--- src/pkg/ftd_pkg.sv ---
package ftd_pkg;
   localparam int          WORD_W     = 40;
   localparam int          FRAC_W     = 39;
   localparam int          SIGN_POS   = 39;
   localparam int          CODE_W     = 4;
   localparam int          ROW_W      = 5;
   localparam int          DIGITS     = 10;
   localparam logic [39:0] WORD_RST   = 40'h00_0000_0000;
   localparam logic [39:0] LSB_ONE    = 40'h00_0000_0001;
   localparam logic [4:0]  ROW_SPACE  = 5'h1f;
   localparam logic [3:0]  CODE_NINE  = 4'h9;
   localparam logic [3:0]  CODE_K     = 4'ha;
   localparam logic [3:0]  CODE_L     = 4'hf;
   localparam logic [3:0]  CODE_RST   = 4'h0;
   typedef enum logic [1:0] {
      FTD_OP_ADD,
      FTD_OP_SUB,
      FTD_OP_NEG,
      FTD_OP_PASS
   } ftd_op_t;
   typedef enum logic [1:0] {
      FTD_CH_DIGIT,
      FTD_CH_LETTER,
      FTD_CH_SPACE
   } ftd_char_t;
endpackage

--- src/hdl/ftd_core.sv ---
// Function
// - Words are 40 bits, sign bit leftmost, 39 fraction bits after point.
// - Adder treats sign bit as ordinary weight one, unsigned range zero to two.
// - Addition is modulo two; carry out of the sign position is dropped.
// - Zero sign is non-negative; negative x is stored as x plus two.
// - Negation inverts all 40 bits then adds one in the last place.
// - All bits of a word move and add in the same cycle.
// - Decimal digits 0 to 9 are coded as natural binary 0000 to 1001.
// - An m digit number is 4m bits, most significant digit first.
// - Codes 1010 to 1111 are the letter keys K S N J F L.
// - Space is a row of all five holes, distinct from digit codes.
// - Tape is read only when the machine asks for the next character.
// - Output sends 4-bit codes; printer prints the matching character.
// - Subtraction complements the subtrahend and injects a carry at the LSB.
module ftd_core (
   input  wire logic              clock_in,       // 100 MHz clock
   input  wire logic              resetn_in,      // Sync reset, active low
   input  wire logic              op_valid_in,    // Operation request
   input  wire ftd_pkg::ftd_op_t  op_in,          // Operation select
   input  wire logic [39:0]       acc_in,         // Augend or minuend
   input  wire logic [39:0]       num_in,         // Addend or subtrahend
   output logic                   res_valid_out,  // Result strobe
   output logic [39:0]            res_out,        // Result word
   input  wire logic              rd_req_in,      // Machine asks for next row
   output logic                   tape_adv_out,   // Reader advance pulse
   input  wire logic              tape_row_vld_in,// Row present, async
   input  wire logic [4:0]        tape_row_in,    // Tape row, async
   output logic                   chr_valid_out,  // Decoded char valid
   output logic [3:0]             chr_code_out,   // Decoded code
   output logic                   chr_space_out,  // Decoded row was a space
   input  wire logic              chr_ready_in,   // Consumer ready
   input  wire logic              prt_valid_in,   // Code to print or punch
   input  wire logic [3:0]        prt_code_in,    // Code to send out
   output logic                   prt_ready_out,  // Can accept code
   output logic                   prt_strobe_out, // Printer strobe
   output logic [4:0]             prt_row_out,    // Punch row, holes at ones
   output ftd_pkg::ftd_char_t     prt_kind_out    // Digit or letter printed
);
   // Parallel adder
   logic [39:0] b_sel;
   logic        cin;
   logic [40:0] sum_full;
   logic [39:0] sum;
   logic        res_valid_d, res_valid_q;
   logic [39:0] res_d, res_q;
   always_comb begin
      b_sel = num_in;
      cin   = 1'b0;
      case (op_in)
         ftd_pkg::FTD_OP_ADD: begin
            b_sel = num_in;
            cin   = 1'b0;
         end
         ftd_pkg::FTD_OP_SUB: begin
            b_sel = ~num_in;
            cin   = 1'b1;
         end
         ftd_pkg::FTD_OP_NEG: begin
            b_sel = ~num_in;
            cin   = 1'b1;
         end
         default: begin
            b_sel = num_in;
            cin   = 1'b0;
         end
      endcase
   end
   always_comb begin
      case (op_in)
         ftd_pkg::FTD_OP_NEG:  sum_full = {1'b0, b_sel} + {40'h00_0000_0000, cin};
         ftd_pkg::FTD_OP_PASS: sum_full = {1'b0, num_in};
         default:              sum_full = {1'b0, acc_in} + {1'b0, b_sel} + {40'h00_0000_0000, cin};
      endcase
      sum = sum_full[39:0];
   end
   always_comb begin
      res_valid_d = op_valid_in;
      res_d       = op_valid_in ? sum : res_q;
   end
   always_ff @(posedge clock_in) begin
      if (!resetn_in) begin
         res_valid_q <= 1'b0;
         res_q       <= ftd_pkg::WORD_RST;
      end else begin
         res_valid_q <= res_valid_d;
         res_q       <= res_d;
      end
   end
   assign res_valid_out = res_valid_q;
   assign res_out       = res_q;

   // Tape input: synchronise, then decode one row per request
   logic [4:0] row_s1_q, row_s2_q;
   logic       vld_s1_q, vld_s2_q, vld_s3_q, vld_s4_q;
   logic       hv_d, hv_q, hs_d, hs_q;
   logic [3:0] hc_d, hc_q;
   logic [1:0] cnt_d, cnt_q;
   logic [3:0] b0_d, b0_q, b1_d, b1_q;
   logic       s0_d, s0_q, s1_d, s1_q;
   logic       wr_d, wr_q, rdp_d, rdp_q;
   logic       pend_d, pend_q, adv_d, adv_q;
   logic       push, pop, row_new;
   always_ff @(posedge clock_in) begin
      if (!resetn_in) begin
         row_s1_q <= 5'h00;
         row_s2_q <= 5'h00;
         vld_s1_q <= 1'b0;
         vld_s2_q <= 1'b0;
         vld_s3_q <= 1'b0;
         vld_s4_q <= 1'b0;
      end else begin
         row_s1_q <= tape_row_in;
         row_s2_q <= row_s1_q;
         vld_s1_q <= tape_row_vld_in;
         vld_s2_q <= vld_s1_q;
         vld_s3_q <= vld_s2_q;
         vld_s4_q <= vld_s3_q;
      end
   end
   always_comb begin
      row_new = vld_s3_q & ~vld_s4_q;    // Row bits settled a cycle before use
      push    = row_new & pend_q;
      pop     = chr_ready_in & (cnt_q != 2'd0);
      adv_d   = rd_req_in & ~pend_q & (cnt_q == 2'd0);
      pend_d  = pend_q;
      if (adv_d) begin
         pend_d = 1'b1;
      end else if (push) begin
         pend_d = 1'b0;
      end
      b0_d  = b0_q;
      b1_d  = b1_q;
      s0_d  = s0_q;
      s1_d  = s1_q;
      wr_d  = wr_q;
      rdp_d = rdp_q;
      cnt_d = cnt_q;
      if (push && cnt_q != 2'd2) begin
         if (!wr_q) begin
            b0_d = row_s2_q[3:0];
            s0_d = (row_s2_q == ftd_pkg::ROW_SPACE);
         end else begin
            b1_d = row_s2_q[3:0];
            s1_d = (row_s2_q == ftd_pkg::ROW_SPACE);
         end
         wr_d = ~wr_q;
      end
      if (pop) begin
         rdp_d = ~rdp_q;
      end
      cnt_d = 2'(cnt_q + {1'b0, push && cnt_q != 2'd2} - {1'b0, pop});
      hv_d  = (cnt_d != 2'd0);
      hc_d  = rdp_d ? b1_d : b0_d;
      hs_d  = rdp_d ? s1_d : s0_d;
   end
   always_ff @(posedge clock_in) begin
      if (!resetn_in) begin
         cnt_q  <= 2'd0;
         b0_q   <= ftd_pkg::CODE_RST;
         b1_q   <= ftd_pkg::CODE_RST;
         s0_q   <= 1'b0;
         s1_q   <= 1'b0;
         wr_q   <= 1'b0;
         rdp_q  <= 1'b0;
         pend_q <= 1'b0;
         adv_q  <= 1'b0;
         hv_q   <= 1'b0;
         hc_q   <= ftd_pkg::CODE_RST;
         hs_q   <= 1'b0;
      end else begin
         cnt_q  <= cnt_d;
         b0_q   <= b0_d;
         b1_q   <= b1_d;
         s0_q   <= s0_d;
         s1_q   <= s1_d;
         wr_q   <= wr_d;
         rdp_q  <= rdp_d;
         pend_q <= pend_d;
         adv_q  <= adv_d;
         hv_q   <= hv_d;
         hc_q   <= hc_d;
         hs_q   <= hs_d;
      end
   end
   // Buffer head shown on registered outputs
   assign tape_adv_out  = adv_q;
   assign chr_valid_out = hv_q;
   assign chr_code_out  = hc_q;
   assign chr_space_out = hs_q;

   // Output side: one code per cycle, row holds code bits
   logic       ps_d, ps_q, rdy_d, rdy_q;
   logic [4:0] pr_d, pr_q;
   ftd_pkg::ftd_char_t pk_d, pk_q;
   always_comb begin
      ps_d = prt_valid_in;
      pr_d = prt_valid_in ? {1'b0, prt_code_in} : pr_q;
      pk_d = pk_q;
      rdy_d = 1'b1;
      if (prt_valid_in) begin
         pk_d = (prt_code_in > ftd_pkg::CODE_NINE) ? ftd_pkg::FTD_CH_LETTER
                                                   : ftd_pkg::FTD_CH_DIGIT;
      end
   end
   always_ff @(posedge clock_in) begin
      if (!resetn_in) begin
         ps_q <= 1'b0;
         pr_q <= 5'h00;
         pk_q <= ftd_pkg::FTD_CH_DIGIT;
         rdy_q <= 1'b0;
      end else begin
         ps_q <= ps_d;
         pr_q <= pr_d;
         pk_q <= pk_d;
         rdy_q <= rdy_d;
      end
   end
   assign prt_ready_out  = rdy_q;
   assign prt_strobe_out = ps_q;
   assign prt_row_out    = pr_q;
   assign prt_kind_out   = pk_q;

   a_sub_result: assert property (@(posedge clock_in) disable iff (!resetn_in)
      op_valid_in && op_in == ftd_pkg::FTD_OP_SUB |=>
      res_out == 40'($past(acc_in) - $past(num_in)))
      else $error("subtract result wrong");
   a_neg_result: assert property (@(posedge clock_in) disable iff (!resetn_in)
      op_valid_in && op_in == ftd_pkg::FTD_OP_NEG |=>
      res_out == 40'(~$past(num_in) + ftd_pkg::LSB_ONE))
      else $error("negate result wrong");
   a_add_wrap: assert property (@(posedge clock_in) disable iff (!resetn_in)
      op_valid_in && op_in == ftd_pkg::FTD_OP_ADD |=>
      res_out == 40'($past(acc_in) + $past(num_in)))
      else $error("add result wrong");
   a_one_cycle: assert property (@(posedge clock_in) disable iff (!resetn_in)
      op_valid_in |=> res_valid_out)
      else $error("result late");
   a_adv_req: assert property (@(posedge clock_in) disable iff (!resetn_in)
      tape_adv_out |-> $past(rd_req_in))
      else $error("advance without request");
   a_print_row: assert property (@(posedge clock_in) disable iff (!resetn_in)
      prt_valid_in |=> prt_strobe_out && prt_row_out[3:0] == $past(prt_code_in))
      else $error("punch row wrong");
   a_letter_kind: assert property (@(posedge clock_in) disable iff (!resetn_in)
      prt_valid_in && prt_code_in >= ftd_pkg::CODE_K |=>
      prt_kind_out == ftd_pkg::FTD_CH_LETTER)
      else $error("letter kind wrong");
   a_buf_bound: assert property (@(posedge clock_in) disable iff (!resetn_in)
      cnt_q <= 2'd2)
      else $error("buffer overrun");
   a_adv_empty: assert property (@(posedge clock_in) disable iff (!resetn_in)
      tape_adv_out |-> !chr_valid_out)
      else $error("advance while a char waits");
endmodule

--- config.mk ---
export PLATFORM = sky130hd
export DESIGN_NAME = ftd_core
export DESIGN_NICKNAME = d
export VERILOG_FILES = /design/src/pkg/ftd_pkg.sv /design/src/hdl/ftd_core.sv
export SDC_FILE = /design/constraint.sdc
export NUM_CORES = 1
export LEC_CHECK = 0
export BUFFER_PORTS_ARGS = -buffer_cell sky130_fd_sc_hd__clkbuf_2
export CORE_UTILIZATION = 35
export CTS_CLUSTER_DIAMETER = 120
export CTS_CLUSTER_SIZE = 14
export DETAILED_ROUTE_END_ITERATION = 8
export HOLD_SLACK_MARGIN = 0.12
export PLACE_DENSITY = 0.52
export RECOVER_POWER = 25
export SLEW_MARGIN = 0
export SYNTH_ARGS = -nofsm -noshare
export SYNTH_HDL_FRONTEND = slang
export SYNTH_SLANG_ARGS = --single-unit
--- constraint.sdc ---
create_clock -name clock_in -period 13.9 [get_ports clock_in]
set_input_delay 2.78 -clock clock_in [delete_from_list [all_inputs] [get_ports clock_in]]
set_output_delay 2.78 -clock clock_in [all_outputs]
set_load 0.01 [all_outputs]
==> qor.yml, run 1 <==
synthesis:
  ys_ff_latch: 84
  syn_area_mm2: 0.007350
  synthAdderAreaFrac_pct: 7.933
  synth.area.mux_share_pct: 2.281
  synth.avg_cell_area_um2: 7.507
  synthArstFlopShare_pct: 0
  synth_seq_area_share_pct: 22.88
  synth_top_family_by_area: "compound AO/OA/AOI/OAI gates"
  synth.distinct_cells: 75
  ys.flop_type: "dfxtp_1"
  yosys.area.top_type: "dfxtp_1"
  yosys_warnings: 0
  synth_xor_area_share_pct: 12.04
  syn_inst: 979
  synth-edff-count: 0
  synth_area_leaders: "dfxtp_1 (23%), xnor2_1 (8.6%), ha_1 (7.7%), o21ai_0 (6.2%), nand2_1 (5.4%)"
  synth-simple-area-share_pct: 23.02
  synth_compound_area_share_pct: 26.86
  synth_top_area_share_pct: 22.88
sta:
  finalClockSkew_ns: 0.009003
  hold_violations: 0
  tightestPinTransition_ns: 3.145
  drv_slew: 84
  fin_crit_ns: 7.086
  hold_slack_ns: 0.4331
  tns_ns: 0
  max_slew_margin_pct: -109.7
  rsz0062_at_grt: "no"
  final.period_utilization_pct: 50.98
  setup_ws_ns: 6.814
  finalSetupViolCount: 0
  max_freq_mhz: 141.1
die:
  die-height_um: 146.9
  die_area_mm2: 0.02158
  initial_core_util_pct: 35.98
  io_pins: 155
  core-area_mm2: 0.02043
  die_width_um: 146.9
  rows: 52
clocking:
  clkTransAtPathRegs_ns: 0.07
  root_buffer: "clkbuf_16"
  cts_tree: "built"
  cts_made_buffers: 9
  clock_sinks: 84
  clk_latency_ns: 0.35
  cts_hold_repair.buffers: 0
  cts_max_level: 3
  post_cts_buffers: 0
  clockBufferDepth: 2
  cts_resized: 0
placed_design:
  dp.cells: 1339
  port_buffers: 152
  dpl.hpwl_um: 17880
  post-place-ws_ns: 6.493
  gp_congestion: 0.8668
final_layout:
  final_cell_mix: "clkbuf_2 (151), nand2_1 (105), o21ai_0 (91), dfxtp_1 (84), xnor2_1 (72)"
  stdcell_count: 1355
  drive_above_1_share_pct: 17.97
  syn_to_final_growth_pct: 16.12
  diodes: 0
  nets: 1224
  mostFrequentLayoutCell: "clkbuf_2"
  fillers: 2201
worst_setup_path:
  critPathLaunchType: "primary input"
  crit_slowest_cell: "ha_4"
  path_cells: "clkbuf_2 -> inv_1 -> ha_4 -> buf_4 -> nor2_1 -> a21oi_1 -> inv_1 -> fa_1 -> a21oi_1 -> o211ai_1 -> a21oi_1 -> a2111oi_0 -> o2111ai_1 -> o21ba_2 -> nor2_1 -> or4_1 -> o211ai_1"
  max_stage_delay_ns: 0.60
  cp.required_ns: 14.17
  cp_max_fo: 43
  crit_arrival_ns: 7.36
  crit_type: "in -> reg"
  crit_top_cell: "a21oi_1"
  cp-end-kind: "register"
global_routing:
  overflow: 0
  grt_antenna_before_repair: 0
  grt_pass1_wl_um: 38060
  grt_pass1_vias: 6914
  globalRouteTotalUtil_pct: 22.16
  use_met1_pct: 30.06
  grt_util_met2_pct: 37.20
  use_met3_pct: 3.385
  busiest_layer: "met2"
  grt_max_degree: 84
route:
  routedWlPerCell_um: 17.79
  antenna_left: 0
  drt_iter0_markers: 514
  detailroute.via_count: 7572
  vias_per_cell: 5.588
  drc: 0
  drt_wl_total_um: 24100
  first_pass_iters: 4
power_and_ir_drop:
  total_leakage_power_nw: 3.637
  vdd_ir_drop_max_uv: 47.32
  powerDensity_mw_per_mm2: 114.4
  p_total_mw: 0.9766
run_status:
  status: "finished with violations"
  violations: "capacitance limit, slew limit"
run:
  cap_violations: 1
min_path:
  min_path_type: "reg -> reg"
==> through the flow <==
stage / utilization (%) / cell area [µm²]
detailed placement: 40.26 / 8224
finish: 41.77 / 8534
CTS: 41.80 / 8539
global route: 41.77 / 8534
floorplan: - / 7353
global placement: 40.26 / 8224
==> Yosys cell counts, types with 5 or more instances <==
cell type	instances
a22oi_1	13
inv_1	19
buf_2	5
nor2b_1	17
a21boi_0	7
a31oi_1	22
nor2_1	66
nand3_1	21
xnor2_1	72
o211ai_1	10
a221oi_1	19
and3_1	14
and2_1	25
dfxtp_1	84
nor4_1	7
nor3_1	26
a21oi_1	60
o21ai_0	91
nand2_1	105
or2_2	6
ha_1	45
nand4_1	24
xor2_1	29
mux2i_1	13
clkbuf_1	57
and4_1	6
a21o_1	25
or3_1	5
==> critical path, delay by kind of cell <==
kind	cells	cell delay [ns]
AOI/OAI and AO/OA	8	2.13
adders and majority gates	2	1.00
buffers and inverters	4	0.74
and+or+nand+nor	3	0.68
==> power by group <==
group	internal, mW	total (mW)	switching [mW]
registers	0.264	0.278	0.0136
logic	0.170	0.435	0.265
clock network	0.148	0.264	0.116
==> layer usage <==
metal,wire (µm),vias to the layer above
met5,0,-
met4,170,0
met3,1073,14
met2,11190,208
met1,11670,3574
li1,-,3776
==> cell families (layout without fill, tap and decap cells) <==
group | count (synthesis) | count (layout)
AO/OA/AOI/OAI | 304 | 304
buffers and inverters | 89 | 194
multiplexers | 15 | 15
other | 1 | 2
adder cells (fa/ha/maj) | 46 | 46
XOR/XNOR | 101 | 101
flip-flops | 84 | 84
AND/OR/NAND/NOR | 339 | 339
==> worst paths after layout <==
path          startpoint            end  slack [ns]  cells after the start
max             op_in[0]    res_out[34]        6.81                     17
min          row_s1_q[3]    row_s2_q[3]        0.43                      1
max reg2reg     vld_s3_q  chr_valid_out       11.25                      9
min reg2reg  row_s1_q[3]    row_s2_q[3]        0.43                      1
==> layout make-up <==
| class | count | area, µm² | area share [%] |
|---|---|---|---|
| clock buffers | 10 | 239.0 | 2.800 |
| clock inverters | 6 | 76.32 | 0.8943 |
| inverters | 20 | 75.07 | 0.8796 |
| multi-input cells | 807 | 5324 | 62.38 |
| flip-flops and latches | 84 | 1682 | 19.70 |
| well taps | 270 | 337.8 | 3.958 |
| repair buffers | 158 | 800.8 | 9.383 |
==> registers in the layout, summed over array words and instances, names as in the netlist, 2 cells and up <==
signal	cells
b1_q	4
res_out	40
cnt_q	2
b0_q	4
row_s1_q	5
prt_row_out	4
chr_code_out	4
row_s2_q	5
(Power assumes the default switching activity.)
==> run 2: changes to the inputs <==
--- a/config.mk
+++ b/config.mk
@@ -5,13 +5,14 @@
 export SDC_FILE = /design/constraint.sdc
 export NUM_CORES = 1
 export LEC_CHECK = 0
+export ABC_AREA = 1
 export BUFFER_PORTS_ARGS = -buffer_cell sky130_fd_sc_hd__clkbuf_2
 export CORE_UTILIZATION = 35
 export CTS_CLUSTER_DIAMETER = 120
 export CTS_CLUSTER_SIZE = 14
 export DETAILED_ROUTE_END_ITERATION = 8
 export HOLD_SLACK_MARGIN = 0.12
-export PLACE_DENSITY = 0.52
+export PLACE_DENSITY = 0.51
 export RECOVER_POWER = 25
 export SLEW_MARGIN = 0
 export SYNTH_ARGS = -nofsm -noshare
==> constraint.sdc (replaced) <==
create_clock -name clock_in -period 6.7 [get_ports clock_in]
set_input_delay 1.34 -clock clock_in [delete_from_list [all_inputs] [get_ports clock_in]]
set_output_delay 1.34 -clock clock_in [all_outputs]
set_load 0.01 [all_outputs]
==> run 2 against run 1 <==
Against the previous run:
- routed wire length rose by 29%
- area after synthesis up 15%
- synthesized cell count up 56%
- critical path type unchanged
- global-route usage is 3.1 points higher
- power rose by 110%
- die area is 15% higher
- cell count grew 46%
- the run still ends with capacitance limit, slew limit left
- sequential cell count is the same
==> qor.yml, run 2 <==
run_status:
  status: "finished with violations"
  violations: "capacitance limit, slew limit"
clocking:
  clockBufferDepth: 2  # unchanged
  clkTransAtPathRegs_ns: 0.06  # about the same
  cts_tree: "built"
  clock_sinks: 84  # unchanged
  clk_latency_ns: 0.33  # -0.02 ns
  cts_hold_repair.buffers: 0  # unchanged
  cts_resized: 0  # unchanged
  cts_made_buffers: 9  # unchanged
  post_cts_buffers: 0  # unchanged
  root_buffer: "clkbuf_16"
  cts_max_level: 3  # unchanged
synthesis:
  synth_top_area_share_pct: 22.02  # -0.86 points
  synth.avg_cell_area_um2: 5.550  # -26%
  ys_ff_latch: 84  # unchanged
  synth_seq_area_share_pct: 19.89  # -3.0 points
  syn_inst: 1523  # +56%
  synth-simple-area-share_pct: 45.78  # +23 points
  synth_top_family_by_area: "simple AND/OR/NAND/NOR gates"
  syn_area_mm2: 0.008453  # +15%
  synth_area_leaders: "nand2_1 (22%), dfxtp_1 (20%), inv_1 (11%), nor2_1 (8.8%), ha_1 (6.7%)"
  yosys_warnings: 0  # unchanged
  yosys.area.top_type: "nand2_1"
  synth_compound_area_share_pct: 11.81  # -15 points
  synth.area.mux_share_pct: 0.2368  # -2.0 points
  synthAdderAreaFrac_pct: 6.898  # -1.0 points
  yosysMostFrequentCell: "nand2_1"
  synth-edff-count: 0  # unchanged
  synth_xor_area_share_pct: 2.220  # -9.8 points
  synthArstFlopShare_pct: 0  # unchanged
  synth_commonest_cells: "nand2_1 (496), inv_1 (238), nor2_1 (199)"
  synth.distinct_cells: 46  # -39%
  ys.flop_type: "dfxtp_1"
sta:
  fin_crit_ns: 4.401
  tns_ns: 0  # unchanged
  finalSetupViolCount: 0  # unchanged
  hold_violations: 0  # unchanged
  max_slew_margin_pct: -48.93  # +61 points
  rsz0062_at_grt: "no"
  tightestPinTransition_ns: 2.234  # -0.9114 ns
  max_freq_mhz: 227.2
  drv_slew: 50  # -40%
  finalClockSkew_ns: 0.005309  # -0.003694 ns
  setup_ws_ns: 2.299  # -4.515 ns
  final.period_utilization_pct: 65.68
die:
  die_width_um: 157.4  # +7.1%
  core-area_mm2: 0.02361  # +16%
  die-height_um: 157.4  # +7.1%
  rows: 56  # +7.7%
  io_pins: 155  # unchanged
  die_area_mm2: 0.02478  # +15%
  initial_core_util_pct: 35.80  # -0.18 points
worst_setup_path:
  crit_type: "in -> reg"
  max_stage_delay_ns: 0.49  # -0.11 ns
  path_cells: "clkbuf_2 -> inv_1 -> ha_2 -> buf_4 -> xnor2_1 -> fa_1 -> nand3_1 -> nand3_1 -> nand2_1 -> nand2_1 -> nand2_1 -> nand3_1 -> or2_2 -> nand3_1 -> nand3_1 -> nand2_1 -> inv_1"
  critPathLaunch: "op_in[0]"
  cp.required_ns: 6.93  # -7.24 ns
  crit_arrival_ns: 4.63  # -2.73 ns
  crit_slowest_cell: "fa_1"
  crit_top_cell: "nand3_1"
  reg2reg_from: "vld_s3_q"
  cp_max_fo: 39  # -9.3%
  r2r_cells: 10  # +1
  cp.depth: 17  # unchanged
  cp-end-kind: "register"
  critPathLaunchType: "primary input"
  crit_buf_inv: 4  # unchanged
  crit_family: "simple AND/OR/NAND/NOR gates"
placed_design:
  gp_congestion: 0.9097  # +4.9%
  dpl.hpwl_um: 25500  # +43%
  port_buffers: 152  # unchanged
  post-place-ws_ns: 2.017  # -4.475 ns
  place_area_mm2: 0.009478  # +15%
global_routing:
  globalRouteTotalUtil_pct: 25.26  # +3.1 points
  grt_antenna_before_repair: 0  # unchanged
  grt_max_degree: 50  # -40%
  grt_pass1_vias: 8421  # +22%
  overflow: 0  # unchanged
  grt_pass1_wl_um: 46980  # +23%
route:
  routedWlPerCell_um: 15.73  # -12%
  first_pass_iters: 7  # +3
  drc: 0  # unchanged
  drt_iter0_markers: 773  # +50%
  vias_per_cell: 4.805  # -14%
  detailroute.via_count: 9523  # +26%
  drt_wl_total_um: 31170  # +29%
  antenna_left: 0  # unchanged
power_and_ir_drop:
  pwr-share-comb_pct: 43.4  # -1.2 points
  vdd_ir_drop_max_uv: 136.4  # +190%
  net-switching-power_mw: 0.8372  # +110%
  seqPwrFrac_pct: 27.9  # -0.5 points
  p_clk_share_pct: 28.7  # +1.7 points
  swShare_pct: 40.87  # +0.43 points
  powerDensity_mw_per_mm2: 208.9  # +83%
  p_int_mw: 1.211  # +110%
  total_leakage_power_nw: 5.331  # +47%
min_path:
  min_path_type: "reg -> reg"
  hp-start: "row_s1_q[0]"
  worstHoldPathCells: 2  # +1
final_layout:
  syn_to_final_growth_pct: 15.99
  final_cell_mix: "nand2_1 (496), inv_1 (238), nor2_1 (198), clkbuf_2 (139), nand3_1 (110)"
  mostFrequentLayoutCell: "nand2_1"
  largest_reg_flops: 40  # unchanged
  finalInstanceArea_mm2: 0.009804  # +15%
  multi_input_area_mm2: 0.005672  # +6.5%
  drive_above_1_share_pct: 14.37  # -3.6 points
  regArea_mm2: 0.001682  # unchanged
  diodes: 0  # unchanged
  fillers: 2712  # +23%
  nets: 1802  # +47%
run:
  cap_violations: 1  # unchanged
==> run 2: worst paths after layout <==
check                   to  slack [ns]
max            res_out[22]        2.30
min            row_s2_q[0]        0.41
max reg2reg  chr_valid_out        4.85
min reg2reg    row_s2_q[0]        0.41
==> run 2: kinds of logic after synthesis <==
logic type / Yosys count
simple gates: 910
fa+ha+maj: 46
xor+xnor: 18
compound gates: 184
other cells: 1
mux: 2
flops: 84
buf+inv: 278
==> run 2: metal layers <==
metal,part of all wire [%],track usage [%],vias to the layer above
li1,-,-,5029
met1,47,34.14,4183
met2,46,42.54,279
met3,4.9,2.808,32
met4,2.2,6.149,0
met5,0,0,-
==> run 2: final cells by class <==
class,count,area share [%]
Timing Repair Buffer,160,8.129
Clock inverter,5,1.097
Tap cell,319,4.071
Sequential cell,84,17.15
Multi-Input combinational cell,1162,57.85
Clock buffer,11,2.476
Inverter,241,9.227
==> run 2: power by group through the flow <==
stage | logic, mW | registers (mW) | clock network, mW
CTS | 0.892 | 0.572 | 0.605
floorplan | 0.595 | 0.591 | 0
global placement | 0.885 | 0.583 | 0
detailed placement | 0.887 | 0.583 | 0
finish | 0.889 | 0.571 | 0.588
global route | 1.00 | 0.577 | 0.623
==> run 2: worst reg2reg max path, cell delays in order, from the launching register on <==
cell,delay (ns)
dfxtp_1,0.33
inv_1,0.04
nor2_1,0.07
inv_1,0.06
a211oi_1,0.30
inv_1,0.11
ha_1,0.29
inv_1,0.04
ha_1,0.26
nand2_1,0.08
o21ai_0,0.12
==> run 2: stage by stage <==
stage	cells	power [mW]	hold WS (ns)	utilization, %
6_report	1982	2.048	0.4102	41.52
5_1_grt	1982	2.201	0.4405	41.52
4_1_cts	1982	2.069	0.4115	41.62
3_5_place_dp	1966	1.470	0.3953	40.14
3_3_place_gp	1966	1.468	0.3923	40.14
2_1_floorplan	1524	1.186	0.3905	-
